### config.mk
export PLATFORM = sky130hd
export DESIGN_NAME = trs_ref_switch
export DESIGN_NICKNAME = d
export VERILOG_FILES = /design/src/core/trs_pkg.sv /design/src/core/trs_ref_switch.sv
export SDC_FILE = /design/constraint.sdc
export NUM_CORES = 1
export LEC_CHECK = 0
export ABC_CLOCK_PERIOD_IN_PS = 10600
export BUFFER_PORTS_ARGS = -buffer_cell sky130_fd_sc_hd__buf_2
export CAP_MARGIN = 10
export CORE_MARGIN = 2
export CORE_UTILIZATION = 53
export DETAILED_ROUTE_END_ITERATION = 6
export PLACE_DENSITY_LB_ADDON = 0.15
export SLEW_MARGIN = 20
export SYNTH_ARGS = -nofsm -noshare
export SYNTH_HDL_FRONTEND = slang
export SYNTH_SLANG_ARGS = --single-unit
### constraint.sdc
create_clock -name i_ref_clk -period 10.6 [get_ports i_ref_clk]
set_input_delay 2.12 -clock i_ref_clk [delete_from_list [all_inputs] [get_ports i_ref_clk]]
set_output_delay 2.12 -clock i_ref_clk [all_outputs]
set_load 0.05 [all_outputs]
### src/core/trs_pkg.sv
// package: register map, field layout, reset values and timing of the reference switch block
package trs_pkg;

    localparam int unsigned NUM_INPUTS = 5;

    // register indices, byte address is four times the index
    localparam logic [7:0] IDX_MODE       = 8'h1F;
    localparam logic [7:0] IDX_REFSEL     = 8'h20;
    localparam logic [7:0] IDX_FAIL_MASKS = 8'h21;
    localparam logic [7:0] IDX_RESTORE    = 8'h22;
    localparam logic [7:0] IDX_REVERT     = 8'h23;
    localparam logic [7:0] IDX_RANKS01    = 8'h24;
    localparam logic [7:0] IDX_RANKS24    = 8'h30;
    localparam logic [7:0] IDX_STATUS     = 8'h31;

    // reset values
    localparam logic [2:0]  RST_MODE       = 3'h0;
    localparam logic [3:0]  RST_REFSEL     = 4'h0;
    localparam logic [7:0]  RST_FAIL_MASKS = 8'h3C;
    localparam logic [3:0]  RST_RESTORE    = 4'h0;
    localparam logic [4:0]  RST_REVERT     = 5'h00;
    localparam logic [7:0]  RST_RANKS01    = 8'h10;
    localparam logic [11:0] RST_RANKS24    = 12'h432;

    // field positions
    localparam int unsigned SW_MASK_LSB   = 0;
    localparam int unsigned HOLD_MASK_LSB = 4;
    localparam int unsigned RANK0_LSB     = 0;
    localparam int unsigned RANK1_LSB     = 4;

    // failure indicator order inside a mask nibble
    localparam int unsigned FLAG_CYCLE   = 0;
    localparam int unsigned FLAG_COARSE  = 1;
    localparam int unsigned FLAG_GUARD   = 2;
    localparam int unsigned FLAG_PRECISE = 3;

    localparam logic [3:0] RANK_DISABLED = 4'hF;
    localparam logic [3:0] SEL_MAX       = 4'h4;

    // timing of the restore delay
    localparam int unsigned    MINUTE_SECONDS = 60;
    localparam int unsigned    REF_CLK_HZ     = 25_000_000;
    localparam longint unsigned MINUTE_CYCLES =
        longint'(MINUTE_SECONDS) * longint'(REF_CLK_HZ);

    typedef enum logic [2:0]
    {
        MODE_MANUAL_NORMAL,
        MODE_MANUAL_HOLDOVER,
        MODE_MANUAL_FREERUN,
        MODE_AUTO_NORMAL,
        MODE_EXTERNAL
    } trs_mode_t;

    typedef enum logic [1:0]
    {
        ST_FREERUN,
        ST_LOCKED,
        ST_HOLDOVER,
        ST_EXTERNAL
    } trs_state_t;

endpackage : trs_pkg

### src/core/trs_ref_switch.sv
// reference selection, failure masking, restore delay and register slave of the transmit loop
// Summary of operation
// - Bits 3:0 of the failure mask gate cycle, coarse, guard soak and precise indicators for switching.
// - Bits 7:4 gate the same four indicators, same order, for entry into holdover.
// - A mask bit of 0 ignores its indicator and a 1 lets it take effect.
// - A failed input becomes available again only after staying fault free for 0 to 15 minutes.
// - Bits 4:0 of the revert register give each input n its revertive enable.
// - Input 0 rank sits in bits 3:0 and input 1 rank in bits 7:4, used only in automatic mode.
// - Rank 0000 is highest and larger codes rank lower.
// - Input 1 with rank 1111 is never chosen automatically.
// - Automatic mode picks the best qualified input, moves on when it fails, holds over when none is left.
// - The selector is written by software in manual normal mode only and reports the choice in automatic mode.
//
// The implementer's own choice: register access over Avalon-MM.
`timescale 1ns/10ps
`default_nettype none

module trs_ref_switch
    import trs_pkg::*;
#(
    parameter logic [31:0] P_MINUTE_CYCLES = 32'(MINUTE_CYCLES)
)
(
    input  wire logic        i_ref_clk,
    input  wire logic        i_rst_n,
    input  wire logic [9:0]  i_avs_address,
    input  wire logic        i_avs_read,
    input  wire logic        i_avs_write,
    input  wire logic [31:0] i_avs_writedata,
    input  wire logic [3:0]  i_avs_byteenable,
    output logic      [31:0] o_avs_readdata,
    output logic             o_avs_waitrequest,
    input  wire logic [4:0]  i_cycle_monitor_fail,
    input  wire logic [4:0]  i_coarse_freq_monitor_fail,
    input  wire logic [4:0]  i_guard_soak_timer_fail,
    input  wire logic [4:0]  i_precise_freq_monitor_fail,
    output logic      [3:0]  o_selected_input,
    output logic             o_locked,
    output logic             o_holdover,
    output logic             o_freeze_estimate,
    output logic             o_freerun,
    output logic             o_external_control
);

    localparam int unsigned N = NUM_INPUTS;

    function automatic logic flag_hit(input logic [3:0] flags, input logic [3:0] mask);
        return |(flags & mask);
    endfunction : flag_hit

    // pin synchronisers
    logic [19:0] sync1_q;
    logic [19:0] sync2_q;

    always_ff @(posedge i_ref_clk)
    begin
        if (!i_rst_n)
        begin
            sync1_q <= 20'h00000;
            sync2_q <= 20'h00000;
        end
        else
        begin
            sync1_q <= {i_precise_freq_monitor_fail, i_guard_soak_timer_fail,
                        i_coarse_freq_monitor_fail, i_cycle_monitor_fail};
            sync2_q <= sync1_q;
        end
    end

    // registers
    logic [2:0]  mode_q;
    logic [3:0]  sel_q;
    logic [7:0]  masks_q;
    logic [3:0]  restore_q;
    logic [4:0]  revert_q;
    logic [7:0]  ranks01_q;
    logic [11:0] ranks24_q;
    trs_state_t  st_q;

    logic        ack_q;
    logic [31:0] rdata_q;
    logic [7:0]  idx;
    logic        wr_en;
    logic        auto_mode;

    assign idx               = i_avs_address[9:2];
    assign o_avs_waitrequest = (i_avs_read | i_avs_write) & ~ack_q;
    assign wr_en             = i_avs_write & ack_q;
    assign auto_mode         = (mode_q == MODE_AUTO_NORMAL);

    // failure gating per input
    logic [3:0]     flags   [N];
    logic [N-1:0]   sw_fail;
    logic [N-1:0]   hold_fail;
    logic [N-1:0]   avail_q;
    logic [N-1:0]   qual;
    logic [3:0]     rank    [N];

    always_comb
    begin
        rank[0] = ranks01_q[RANK0_LSB +: 4];
        rank[1] = ranks01_q[RANK1_LSB +: 4];
        rank[2] = ranks24_q[3:0];
        rank[3] = ranks24_q[7:4];
        rank[4] = ranks24_q[11:8];
        for (int n = 0; n < N; n++)
        begin
            flags[n][FLAG_CYCLE]   = sync2_q[n];
            flags[n][FLAG_COARSE]  = sync2_q[5 + n];
            flags[n][FLAG_GUARD]   = sync2_q[10 + n];
            flags[n][FLAG_PRECISE] = sync2_q[15 + n];
            sw_fail[n]   = flag_hit(flags[n], masks_q[SW_MASK_LSB +: 4]);
            hold_fail[n] = flag_hit(flags[n], masks_q[HOLD_MASK_LSB +: 4]);
            qual[n]      = avail_q[n] & ~sw_fail[n];
        end
        if (rank[1] == RANK_DISABLED)
        begin
            qual[1] = 1'b0;
        end
    end

    // restore delay per input
    logic [31:0] cyc_q [N];
    logic [3:0]  min_q [N];

    always_ff @(posedge i_ref_clk)
    begin
        if (!i_rst_n)
        begin
            avail_q <= '1;
            for (int n = 0; n < N; n++)
            begin
                cyc_q[n] <= 32'h00000000;
                min_q[n] <= 4'h0;
            end
        end
        else
        begin
            for (int n = 0; n < N; n++)
            begin
                if (sw_fail[n] | hold_fail[n])
                begin
                    avail_q[n] <= 1'b0;
                    cyc_q[n]   <= 32'h00000000;
                    min_q[n]   <= 4'h0;
                end
                else if (!avail_q[n])
                begin
                    if (min_q[n] >= restore_q)
                    begin
                        avail_q[n] <= 1'b1;
                    end
                    else if (cyc_q[n] == P_MINUTE_CYCLES - 32'h1)
                    begin
                        cyc_q[n] <= 32'h00000000;
                        min_q[n] <= min_q[n] + 4'h1;
                    end
                    else
                    begin
                        cyc_q[n] <= cyc_q[n] + 32'h1;
                    end
                end
            end
        end
    end

    // best qualified input, lowest code then lowest index
    logic [3:0] best_idx;
    logic       best_ok;
    logic [3:0] best_rank;
    logic       cur_ok;
    logic [3:0] cur_rank;
    logic       all_hold;

    always_comb
    begin
        best_idx  = 4'h0;
        best_ok   = 1'b0;
        best_rank = 4'hF;
        for (int n = 0; n < N; n++)
        begin
            if (auto_mode && qual[n] && (!best_ok || rank[n] < best_rank))
            begin
                best_idx  = 4'(n);
                best_ok   = 1'b1;
                best_rank = rank[n];
            end
        end
        cur_ok   = (sel_q <= SEL_MAX) ? qual[sel_q[2:0]] : 1'b0;
        cur_rank = (sel_q <= SEL_MAX) ? rank[sel_q[2:0]] : 4'hF;
        all_hold = &hold_fail;
    end

    // selection and loop state
    logic revert_now;
    assign revert_now = best_ok && revert_q[best_idx[2:0]] && (best_rank < cur_rank);

    always_ff @(posedge i_ref_clk)
    begin
        if (!i_rst_n)
        begin
            st_q  <= ST_FREERUN;
            sel_q <= RST_REFSEL;
        end
        else
        begin
            case (mode_q)
                MODE_MANUAL_NORMAL:
                begin
                    if (wr_en && idx == IDX_REFSEL && i_avs_byteenable[0])
                    begin
                        sel_q <= i_avs_writedata[3:0];
                    end
                    if (sel_q > SEL_MAX || hold_fail[sel_q[2:0]])
                    begin
                        st_q <= ST_HOLDOVER;
                    end
                    else
                    begin
                        st_q <= ST_LOCKED;
                    end
                end
                MODE_MANUAL_HOLDOVER: st_q <= ST_HOLDOVER;
                MODE_MANUAL_FREERUN:  st_q <= ST_FREERUN;
                MODE_AUTO_NORMAL:
                begin
                    if (!best_ok || all_hold)
                    begin
                        st_q <= ST_HOLDOVER;
                    end
                    else if (st_q != ST_LOCKED || !cur_ok)
                    begin
                        st_q  <= ST_LOCKED;
                        sel_q <= best_idx;
                    end
                    else if (revert_now)
                    begin
                        sel_q <= best_idx;
                    end
                end
                MODE_EXTERNAL:        st_q <= ST_EXTERNAL;
                default:              st_q <= ST_FREERUN;
            endcase
        end
    end

    // configuration writes
    always_ff @(posedge i_ref_clk)
    begin
        if (!i_rst_n)
        begin
            mode_q    <= RST_MODE;
            masks_q   <= RST_FAIL_MASKS;
            restore_q <= RST_RESTORE;
            revert_q  <= RST_REVERT;
            ranks01_q <= RST_RANKS01;
            ranks24_q <= RST_RANKS24;
        end
        else if (wr_en && i_avs_byteenable[0])
        begin
            case (idx)
                IDX_MODE:       mode_q    <= i_avs_writedata[2:0];
                IDX_FAIL_MASKS: masks_q   <= i_avs_writedata[7:0];
                IDX_RESTORE:    restore_q <= i_avs_writedata[3:0];
                IDX_REVERT:     revert_q  <= i_avs_writedata[4:0];
                IDX_RANKS01:    ranks01_q <= i_avs_writedata[7:0];
                IDX_RANKS24:
                begin
                    ranks24_q[7:0] <= i_avs_writedata[7:0];
                    if (i_avs_byteenable[1])
                    begin
                        ranks24_q[11:8] <= i_avs_writedata[11:8];
                    end
                end
                default:        mode_q    <= mode_q;
            endcase
        end
    end

    // bus handshake and read data, answer one cycle after the request
    always_ff @(posedge i_ref_clk)
    begin
        if (!i_rst_n)
        begin
            ack_q   <= 1'b0;
            rdata_q <= 32'h00000000;
        end
        else
        begin
            ack_q <= (i_avs_read | i_avs_write) & ~ack_q;
            if (i_avs_read && !ack_q)
            begin
                case (idx)
                    IDX_MODE:       rdata_q <= {29'h0, mode_q};
                    IDX_REFSEL:     rdata_q <= {28'h0, sel_q};
                    IDX_FAIL_MASKS: rdata_q <= {24'h0, masks_q};
                    IDX_RESTORE:    rdata_q <= {28'h0, restore_q};
                    IDX_REVERT:     rdata_q <= {27'h0, revert_q};
                    IDX_RANKS01:    rdata_q <= {24'h0, ranks01_q};
                    IDX_RANKS24:    rdata_q <= {20'h0, ranks24_q};
                    IDX_STATUS:     rdata_q <= {17'h0, hold_fail, sw_fail, avail_q};
                    default:        rdata_q <= 32'h00000000;
                endcase
            end
        end
    end

    assign o_avs_readdata     = rdata_q;
    assign o_selected_input   = sel_q;
    assign o_locked           = (st_q == ST_LOCKED);
    assign o_holdover         = (st_q == ST_HOLDOVER);
    assign o_freeze_estimate  = (st_q == ST_HOLDOVER);
    assign o_freerun          = (st_q == ST_FREERUN);
    assign o_external_control = (st_q == ST_EXTERNAL);

    // checks
    AST_SW_MASK_OFF: assert property (@(posedge i_ref_clk) disable iff (!i_rst_n)
        (masks_q[3:0] == 4'h0) |-> (sw_fail == 5'h00))
        else $error("switch fail seen with all switch mask bits clear");

    AST_HOLD_MASK_OFF: assert property (@(posedge i_ref_clk) disable iff (!i_rst_n)
        (masks_q[7:4] == 4'h0) |-> (hold_fail == 5'h00))
        else $error("holdover fail seen with all holdover mask bits clear");

    AST_FAIL_DROPS_AVAIL: assert property (@(posedge i_ref_clk) disable iff (!i_rst_n)
        (sw_fail[0] || hold_fail[0]) |=> !avail_q[0] && min_q[0] == 4'h0)
        else $error("failed input still marked available");

    AST_RESTORE_EARLY: assert property (@(posedge i_ref_clk) disable iff (!i_rst_n)
        $rose(avail_q[2]) |-> $past(min_q[2]) >= $past(restore_q))
        else $error("input restored before its delay ran out");

    AST_INPUT1_EXCLUDED: assert property (@(posedge i_ref_clk) disable iff (!i_rst_n)
        (ranks01_q[7:4] == 4'hF) |-> !qual[1] && !(best_ok && best_idx == 4'h1))
        else $error("disabled input one is a candidate");

    AST_SWITCH_AWAY: assert property (@(posedge i_ref_clk) disable iff (!i_rst_n)
        (auto_mode && st_q == ST_LOCKED && !cur_ok && best_ok && !all_hold)
        |=> sel_q == $past(best_idx) && st_q == ST_LOCKED)
        else $error("no switch to best input after failure");

    AST_NONE_LEFT: assert property (@(posedge i_ref_clk) disable iff (!i_rst_n)
        (auto_mode && !best_ok) |=> o_holdover && o_freeze_estimate)
        else $error("no holdover with no qualified input");

    AST_ALL_HOLD: assert property (@(posedge i_ref_clk) disable iff (!i_rst_n)
        (auto_mode && all_hold) |=> st_q == ST_HOLDOVER ##0 $stable(sel_q))
        else $error("holdover not entered when all inputs fail");

    AST_REVERT: assert property (@(posedge i_ref_clk) disable iff (!i_rst_n)
        (auto_mode && st_q == ST_LOCKED && cur_ok && !all_hold && revert_now)
        |=> sel_q == $past(best_idx))
        else $error("revertive input not taken back");

    AST_NO_REVERT: assert property (@(posedge i_ref_clk) disable iff (!i_rst_n)
        (auto_mode && st_q == ST_LOCKED && cur_ok && !all_hold && !revert_now)
        |=> $stable(sel_q))
        else $error("selection moved without cause");

    AST_MANUAL_SEL: assert property (@(posedge i_ref_clk) disable iff (!i_rst_n)
        (mode_q == MODE_MANUAL_NORMAL && wr_en && idx == IDX_REFSEL && i_avs_byteenable[0])
        |=> sel_q == $past(i_avs_writedata[3:0]))
        else $error("manual selector write lost");

    AST_BUS_ANSWER: assert property (@(posedge i_ref_clk) disable iff (!i_rst_n)
        (o_avs_waitrequest) |=> !o_avs_waitrequest)
        else $error("waitrequest held longer than one cycle");

endmodule : trs_ref_switch

`default_nettype wire

==> out/metrics.cfg, run 1 <==
[cts]
cts_setup_buffers=0
clk_pin_slew_ns=0.06
clk_latency_ns=0.57
clock_tree.root_cell=clkbuf_16
clock_sinks=287
cts-resized-gates=0
cts_tree=yes
htreeDepth=1
cts_buffers=31
clock_path_buffers=3
hold_buffers=0

[setup_path]
worst-path-stages=36
worst_setup_path_start_kind=flip-flop
worst_path_most_repeated_cell=a21oi_1
r2r_end=o_selected_input[0]$_SDFFE_PN0P_
crit_buf_inv=1
crit_family=compound AO/OA/AOI/OAI gates
endpoint=o_selected_input[0]$_SDFFE_PN0P_
crit_slowest_cell=o31ai_2
reg2reg_depth=36
worst-path-max-fanout=13
path_class=reg -> reg
arrival_ns=9.49
worstPathRequired_ns=11.09
crit_path_start=mode_q[0]$_SDFFE_PN0P_
end_kind=flip-flop
critical_path.max_stage_delay_ns=0.51
rr_startpoint=mode_q[0]$_SDFFE_PN0P_
r2r_slack_ns=1.60

[sta]
finalHoldViolCount=0
setup_slack_ns=1.60
setup_viol=0
grt_setup_unrepaired=false
fin_crit_ns=9.00
relSlewSlack_pct=29.9
tightest_slew_ns=1.04
maxSlewViolCount=0
fin_skew_ns=0.00826
fin_tns_setup_ns=0
fmax_mhz=111
min_period_over_period_pct=84.9

[synthesis]
synth.distinct_cells=73
ys_seq_elements=287
syn-instance-count=1593
ys_seq_area_share_pct=49.3
ys_warn_count=0
ys_async_sr_fraction_pct=0
syn_avg_cell_area_sq_um=9.60
synth_area_sq_mm=0.0153
synth_ff_type=edfxtp_1
synth_edf_count=180

[place]
io_buffers=70
placedCellCount=2002
preCtsSetupSlack_ns=1.74
gp_congestion=0.950
dp_hpwl_microns=23600

[drt]
routed_wirelength_microns=34100
dr.pass1.iters=6
first_iter_violations=983
vias_per_cell=5.67
drc=0
avgRoutedWirePerCell_microns=16.6
via_count=11700
antenna_left=0

[run_status]
status=finished clean

[power_and_ir_drop]
p_sw_share_pct=23.6
powerDensity_mw_per_mm2=158
ir_drop_uv=172
p_int_mw=2.06
p_leak_nw=6.34
seq_power_share_pct=48.8
pwr-share-comb_pct=6.6
pwr-share-clk_pct=44.6
p_switching_uw=637

[grt]
antenna_found_initial=0
grt_start_max_net_pins=66
grt_pass1_vias=11100
grt_pass1_wl_microns=56300
grt_overflow=0
grt_use_total_pct=22.5

[finish]
final_cells=2060
mostFrequentLayoutCell=nor2_1
utilization_pct=59.9
drive_above_1_share_pct=10.1
nets=1762
fill_cells=2556
areaGrowthSynthToFinish_pct=11.7
final_cell_mix=nor2_1 (256), edfxtp_1 (180), nand2_1 (153)
antennaDiodeCount=0

[min_path]
hold_path_class=reg -> reg
hold_depth=1

[job]
drv_cap=0

[floorplanning]
pin_count=112
die_w_microns=174
dieArea_sq_mm=0.0302
coreArea_sq_mm=0.0285
fp.dieH_microns=174
num_rows=62
start_util_pct=53.6

[cell usage after synthesis (all sizes together), types with 20 or more instances]
cell type,instances,area share (%)
buf,22,1.0
nand2,153,3.8
nor3,20,0.65
inv,49,1.2
edfxtp,180,35
and3,48,2.0
a21oi,74,2.5
clkbuf,50,1.2
and2,53,2.2
nand4,25,1.0
ha,41,3.4
o21ai,29,0.95
nor2,256,6.3
xor2,94,5.4
xnor2,55,3.1
a22oi,30,1.5
nand3,113,3.7
dfxtp,107,14
[layout make-up]
class                      instances  area [sq um]  share of cell area [%]
sequential                       287          7550                    44.1
multi-input combinational       1201          7280                    42.6
clock buffer                      39           921                    5.39
tap                              384           480                    2.81
timing repair buffer              81           433                    2.53
clock inverter                    19           245                    1.43
inverter                          49           184                    1.08
[state kept, by name, summed over array words and instances (netlist names)]
signal,flops
restore_q,4
cyc_q,160
o_selected_input,4
o_avs_readdata,15
masks_q,8
min_q,20
ranks01_q,8
avail_q,5
ack_q,1
st_q,2
sync1_q,20
sync2_q,20
ranks24_q,12
revert_q,5
mode_q,3
[stage by stage]
step                      area (sq um)  hold slack [ns]  total power [mW]
after floorplan                  15400            0.412              1.46
after global placement           15900            0.421              1.51
after detailed placement         15900            0.418              1.51
after CTS                        17100            0.432              2.72
after global routing             17100            0.439              2.79
final                            17100            0.430              2.69
[cells by family (layout without fill, tap and decap cells)]
group	after synthesis	count (layout)	synth area share, %
simple gates	751	751	23.4
flops	287	287	49.3
compound gates	217	217	9.66
xor+xnor	149	149	8.53
buf+inv	121	188	3.47
fa+ha+maj	42	42	3.42
mux	25	25	2.16
other cells	1	17	0.0245
[metal layers]
metal	global-route usage (%)	up-vias	routed length [microns]
li1	-	5743	-
met1	31.5	5519	15600
met2	36.4	343	15500
met3	3.57	69	2080
met4	6.55	0	938
met5	0	-	0
[how the worst min path moves through the flow]
stage | startpoint | to | slack (ns)
2_1_floorplan | sync1_q[0]$_SDFF_PN0_ | sync2_q[0]$_SDFF_PN0_ | 0.41
3_3_place_gp | sync1_q[0]$_SDFF_PN0_ | sync2_q[0]$_SDFF_PN0_ | 0.42
3_5_place_dp | sync1_q[17]$_SDFF_PN0_ | sync2_q[17]$_SDFF_PN0_ | 0.42
4_1_cts | sync1_q[19]$_SDFF_PN0_ | sync2_q[19]$_SDFF_PN0_ | 0.43
5_1_grt | sync1_q[19]$_SDFF_PN0_ | sync2_q[19]$_SDFF_PN0_ | 0.44
6_report | sync1_q[19]$_SDFF_PN0_ | sync2_q[19]$_SDFF_PN0_ | 0.43
[power groups by stage]
stage	Clock, mW	Sequential [mW]	Combinational (mW)
2_1_floorplan	0	1.33	0.131
3_3_place_gp	0	1.34	0.173
3_5_place_dp	0	1.34	0.176
4_1_cts	1.23	1.32	0.177
5_1_grt	1.27	1.33	0.196
6_report	1.20	1.32	0.177
No activity file was read; power rests on OpenSTA's default activity.
==> run 2: changes to the inputs <==
ABC_CLOCK_PERIOD_IN_PS = 8700   (was 10600)
clock period = 8.7 ns   (was 10.6 ns; I/O delays follow)
==> out/metrics.cfg, run 2 (synthesis results as in run 1) <==
[run_status]
status=finished clean

[drt]
via_count=11800
dr.pass1.iters=6
avgRoutedWirePerCell_microns=16.7
routed_wirelength_microns=34400
vias_per_cell=5.69
antenna_left=0
first_iter_violations=986
drc=0

[sta]
min_period_over_period_pct=93.8
setup_slack_ns=0.541
setup_viol=0
fin_tns_setup_ns=0
fmax_mhz=123
fin_skew_ns=0.0154
fin_crit_ns=8.16
maxSlewViolCount=0
tightest_slew_ns=1.10
grt_setup_unrepaired=false
relSlewSlack_pct=25.4
finalHoldViolCount=0

[setup_path]
worst-path-max-fanout=9
worstPathRequired_ns=9.12
crit_path_start=masks_q[0]$_SDFFE_PN0P_
arrival_ns=8.58
path_class=reg -> reg
worst_setup_path_start_kind=flip-flop
crit_buf_inv=2
endpoint=o_selected_input[0]$_SDFFE_PN0P_
crit_family=compound AO/OA/AOI/OAI gates
r2r_slack_ns=0.54
reg2reg_depth=37
critical_path.max_stage_delay_ns=0.38
worst-path-stages=37
worst_path_most_repeated_cell=a21oi_1
rr_startpoint=masks_q[0]$_SDFFE_PN0P_
r2r_end=o_selected_input[0]$_SDFFE_PN0P_
end_kind=flip-flop
crit_slowest_cell=dfxtp_1

[grt]
grt_overflow=0
grt_pass1_vias=11200
grt_pass1_wl_microns=56200
grt_start_max_net_pins=66
antenna_found_initial=0
grt_use_total_pct=22.6

[finish]
final_cell_mix=nor2_1 (256), edfxtp_1 (180), nand2_1 (153)
final_cells=2065
areaGrowthSynthToFinish_pct=11.2
top_register=cyc_q
multi_input_area_sq_mm=0.00732
regArea_sq_mm=0.00755
fill_cells=2591
mostFrequentLayoutCell=nor2_1
largest_reg_flops=160
drive_above_1_share_pct=9.99
antennaDiodeCount=0
nets=1769

[floorplanning]
num_rows=62
start_util_pct=53.6
coreArea_sq_mm=0.0285
die_w_microns=174
fp.dieH_microns=174
dieArea_sq_mm=0.0302
pin_count=112

[cts]
cts-resized-gates=0
clock_tree.root_cell=clkbuf_16
cts_buffers=34
clk_pin_slew_ns=0.05
cts_tree=yes
clock_path_buffers=3
hold_buffers=0
clk_latency_ns=0.51
clock_sinks=287
htreeDepth=2
cts_setup_buffers=0

[place]
gp_congestion=0.956
preCtsSetupSlack_ns=0.441
dp_hpwl_microns=23900
io_buffers=70
placedCellCount=2006

[power_and_ir_drop]
pwr-share-clk_pct=41.8
powerDensity_mw_per_mm2=184
p_leak_nw=6.29
ir_drop_uv=156
p_int_mw=2.38
p_total_mw=3.13
pwr-share-comb_pct=6.9
seq_power_share_pct=51.2
p_switching_uw=752
p_sw_share_pct=24.0

[min_path]
min_from=sync1_q[2]$_SDFF_PN0_
hold_path_class=reg -> reg

[job]
drv_cap=0

run 2: cell count changes in the layout (fill, tap and decap cells not counted), sizes merged:
cell / change
clkbuf: +10
bufinv: -5
buf: +4
inv: -3
clkinv: -1
run 2: worst min path at each step:
| stage | end | slack (ns) | cells past startpoint |
|---|---|---|---|
| finish | sync2_q[2]$_SDFF_PN0_ | 0.43 | 1 |
| global route | sync2_q[8]$_SDFF_PN0_ | 0.45 | 1 |
| CTS | sync2_q[2]$_SDFF_PN0_ | 0.43 | 1 |
| detailed placement | sync2_q[2]$_SDFF_PN0_ | 0.42 | 1 |
| global placement | sync2_q[16]$_SDFF_PN0_ | 0.42 | 1 |
| floorplan | sync2_q[0]$_SDFF_PN0_ | 0.41 | 1 |
run 2: worst reg2reg max path: cells and delay by family, from the launching register on:
kind                       cells  cell delay (ns)
and+or+nand+nor                6             0.96
AOI/OAI and AO/OA             23             4.73
muxes                          1             0.28
DFF                            1             0.38
adders and majority gates      5             1.48
buffers and inverters          2             0.25
run 2: power by group through the flow:
stage	sequential (mW)	combinational (mW)	clock, mW
floorplan	1.61	0.160	0
global placement	1.63	0.212	0
detailed placement	1.63	0.214	0
CTS	1.60	0.216	1.34
global route	1.62	0.240	1.39
finish	1.60	0.217	1.31
run 2: cell type report:
cell class | instances | area share [%]
flip-flops and latches | 287 | 44.4
multi-input cells | 1201 | 43.0
clock buffers | 49 | 5.70
well taps | 384 | 2.82
repair buffers | 85 | 2.72
inverters | 49 | 1.08
clock inverters | 10 | 0.294
run 2: through the flow:
step	hold slack [ns]	util, %	cell area [sq um]
after floorplan	0.412	-	15400
after global placement	0.418	55.9	16000
after detailed placement	0.419	55.9	16000
after CTS	0.431	59.5	17000
after global routing	0.446	59.6	17000
final	0.430	59.6	17000
run 2: per-layer routing:
metal / track usage (%) / vias up / routed length (microns)
met5: 0 / - / 0
met4: 6.55 / 0 / 868
met3: 4.00 / 68 / 2180
met2: 36.3 / 349 / 15700
met1: 31.6 / 5591 / 15600
li1: - / 5749 / -
==> run 3: changes to the inputs <==
CORE_UTILIZATION = 61   (was 53)
MAX_ROUTING_LAYER = met4   (was not set)
==> out/metrics.cfg, run 3 (synthesis results as in run 1) <==
[cts]
cts_buffers=30
cts_setup_buffers=0
clk_pin_slew_ns=0.06
clock_path_buffers=3
clock_tree.root_cell=clkbuf_16
cts-resized-gates=0
clk_latency_ns=0.56
cts_tree=yes
htreeDepth=1
clock_sinks=287
hold_buffers=0

[place]
placedCellCount=1946
gp_congestion=0.979
dp_hpwl_microns=23400
placed_cell_area_sq_mm=0.0159
preCtsSetupSlack_ns=0.440
io_buffers=70

[job]
drv_cap=0

[setup_path]
critical_path.max_stage_delay_ns=0.39
arrival_ns=8.57
crit_family=compound AO/OA/AOI/OAI gates
crit_slowest_cell=dfxtp_1
r2r_slack_ns=0.62
r2r_end=o_selected_input[2]$_SDFFE_PN0P_
worst-path-max-fanout=9
crit_buf_inv=2
rr_startpoint=masks_q[0]$_SDFFE_PN0P_
end_kind=flip-flop
path_class=reg -> reg
worstPathRequired_ns=9.19
reg2reg_depth=38
worst_setup_path_start_kind=flip-flop

[sta]
fin_tns_setup_ns=0
setup_slack_ns=0.623
grt_setup_unrepaired=false
finalHoldViolCount=0
min_period_over_period_pct=92.8
fin_skew_ns=0.0114
maxSlewViolCount=0
relSlewSlack_pct=26.7
setup_viol=0
fmax_mhz=124
tightest_slew_ns=1.09
fin_crit_ns=8.08

[drt]
avgRoutedWirePerCell_microns=16.9
routed_wirelength_microns=33900
via_count=11800
drc=0
antenna_left=0
dr.pass1.iters=5
first_iter_violations=930
vias_per_cell=5.91

[grt]
grt_pass1_wl_microns=55500
grt_pass1_vias=11300
grt_overflow=0
grt_use_total_pct=26.4
antenna_found_initial=1
grt_start_max_net_pins=66

[finish]
final_cells=2003
top_register=cyc_q
drive_above_1_share_pct=10.4
mostFrequentLayoutCell=nor2_1
areaGrowthSynthToFinish_pct=10.4
final_cell_mix=nor2_1 (256), edfxtp_1 (180), nand2_1 (153)
fin_area_sq_mm=0.0169
nets=1765
largest_reg_flops=160

[min_path]
whs_endpoint=sync2_q[5]$_SDFF_PN0_
min_from=sync1_q[5]$_SDFF_PN0_
hold_path_class=reg -> reg
hold_depth=1

[floorplanning]
start_util_pct=62.5
fp.dieH_microns=162
pin_count=112
dieArea_sq_mm=0.0264
die_w_microns=162
coreArea_sq_mm=0.0245
num_rows=57

[power_and_ir_drop]
ir_drop_uv=214
p_total_mw=3.07
powerDensity_mw_per_mm2=182
p_leak_nw=6.26

[run_status]
status=finished clean

## run 3: report_power, final
group	leakage (nW)	switching (mW)	internal, mW
Combinational	2.97	0.141	0.0749
Sequential	2.82	0.0744	1.53
Clock	0.468	0.534	0.716
## run 3: cell type report
class,instances,area (sq um)
fillers,1888,7570
flip-flops and latches,287,7550
multi-input cells,1201,7320
clock buffers,40,811
repair buffers,85,463
well taps,324,405
inverters,49,184
clock inverters,16,154
diodes,1,2.50
## run 3: worst max path at each step
stage,startpoint,endpoint,cells past startpoint
detailed placement,masks_q[2]$_SDFFE_PN1P_,o_selected_input[2]$_SDFFE_PN0P_,37
floorplan,masks_q[0]$_SDFFE_PN0P_,o_selected_input[0]$_SDFFE_PN0P_,37
CTS,masks_q[0]$_SDFFE_PN0P_,o_selected_input[2]$_SDFFE_PN0P_,37
finish,masks_q[0]$_SDFFE_PN0P_,o_selected_input[2]$_SDFFE_PN0P_,38
global route,masks_q[0]$_SDFFE_PN0P_,o_selected_input[0]$_SDFFE_PN0P_,39
global placement,masks_q[0]$_SDFFE_PN0P_,o_selected_input[0]$_SDFFE_PN0P_,37
## run 3: through the flow
step                hold slack (ns)  utilization, %
floorplan                     0.412               -
global placement              0.421            64.9
detailed placement            0.423            64.9
CTS                           0.437            68.9
global route                  0.447            69.0
finish                        0.433            69.0
## run 3: layer usage
layer / routed length, microns / vias to the layer above / GRT usage [%]
met5: 0 / - / -
met4: 1030 / 0 / 8.77
met3: 2330 / 87 / 4.66
met2: 15400 / 388 / 41.7
met1: 15100 / 5622 / 35.0
li1: - / 5743 / -
## run 3: worst register-to-register path, delay by kind of cell (launching register included)
kind | cells | cell delay [ns]
buffers and inverters | 2 | 0.26
adders and majority gates | 5 | 1.47
AOI/OAI and AO/OA | 22 | 4.15
and+or+nand+nor | 7 | 1.08
muxes | 2 | 0.68
DFF | 1 | 0.39
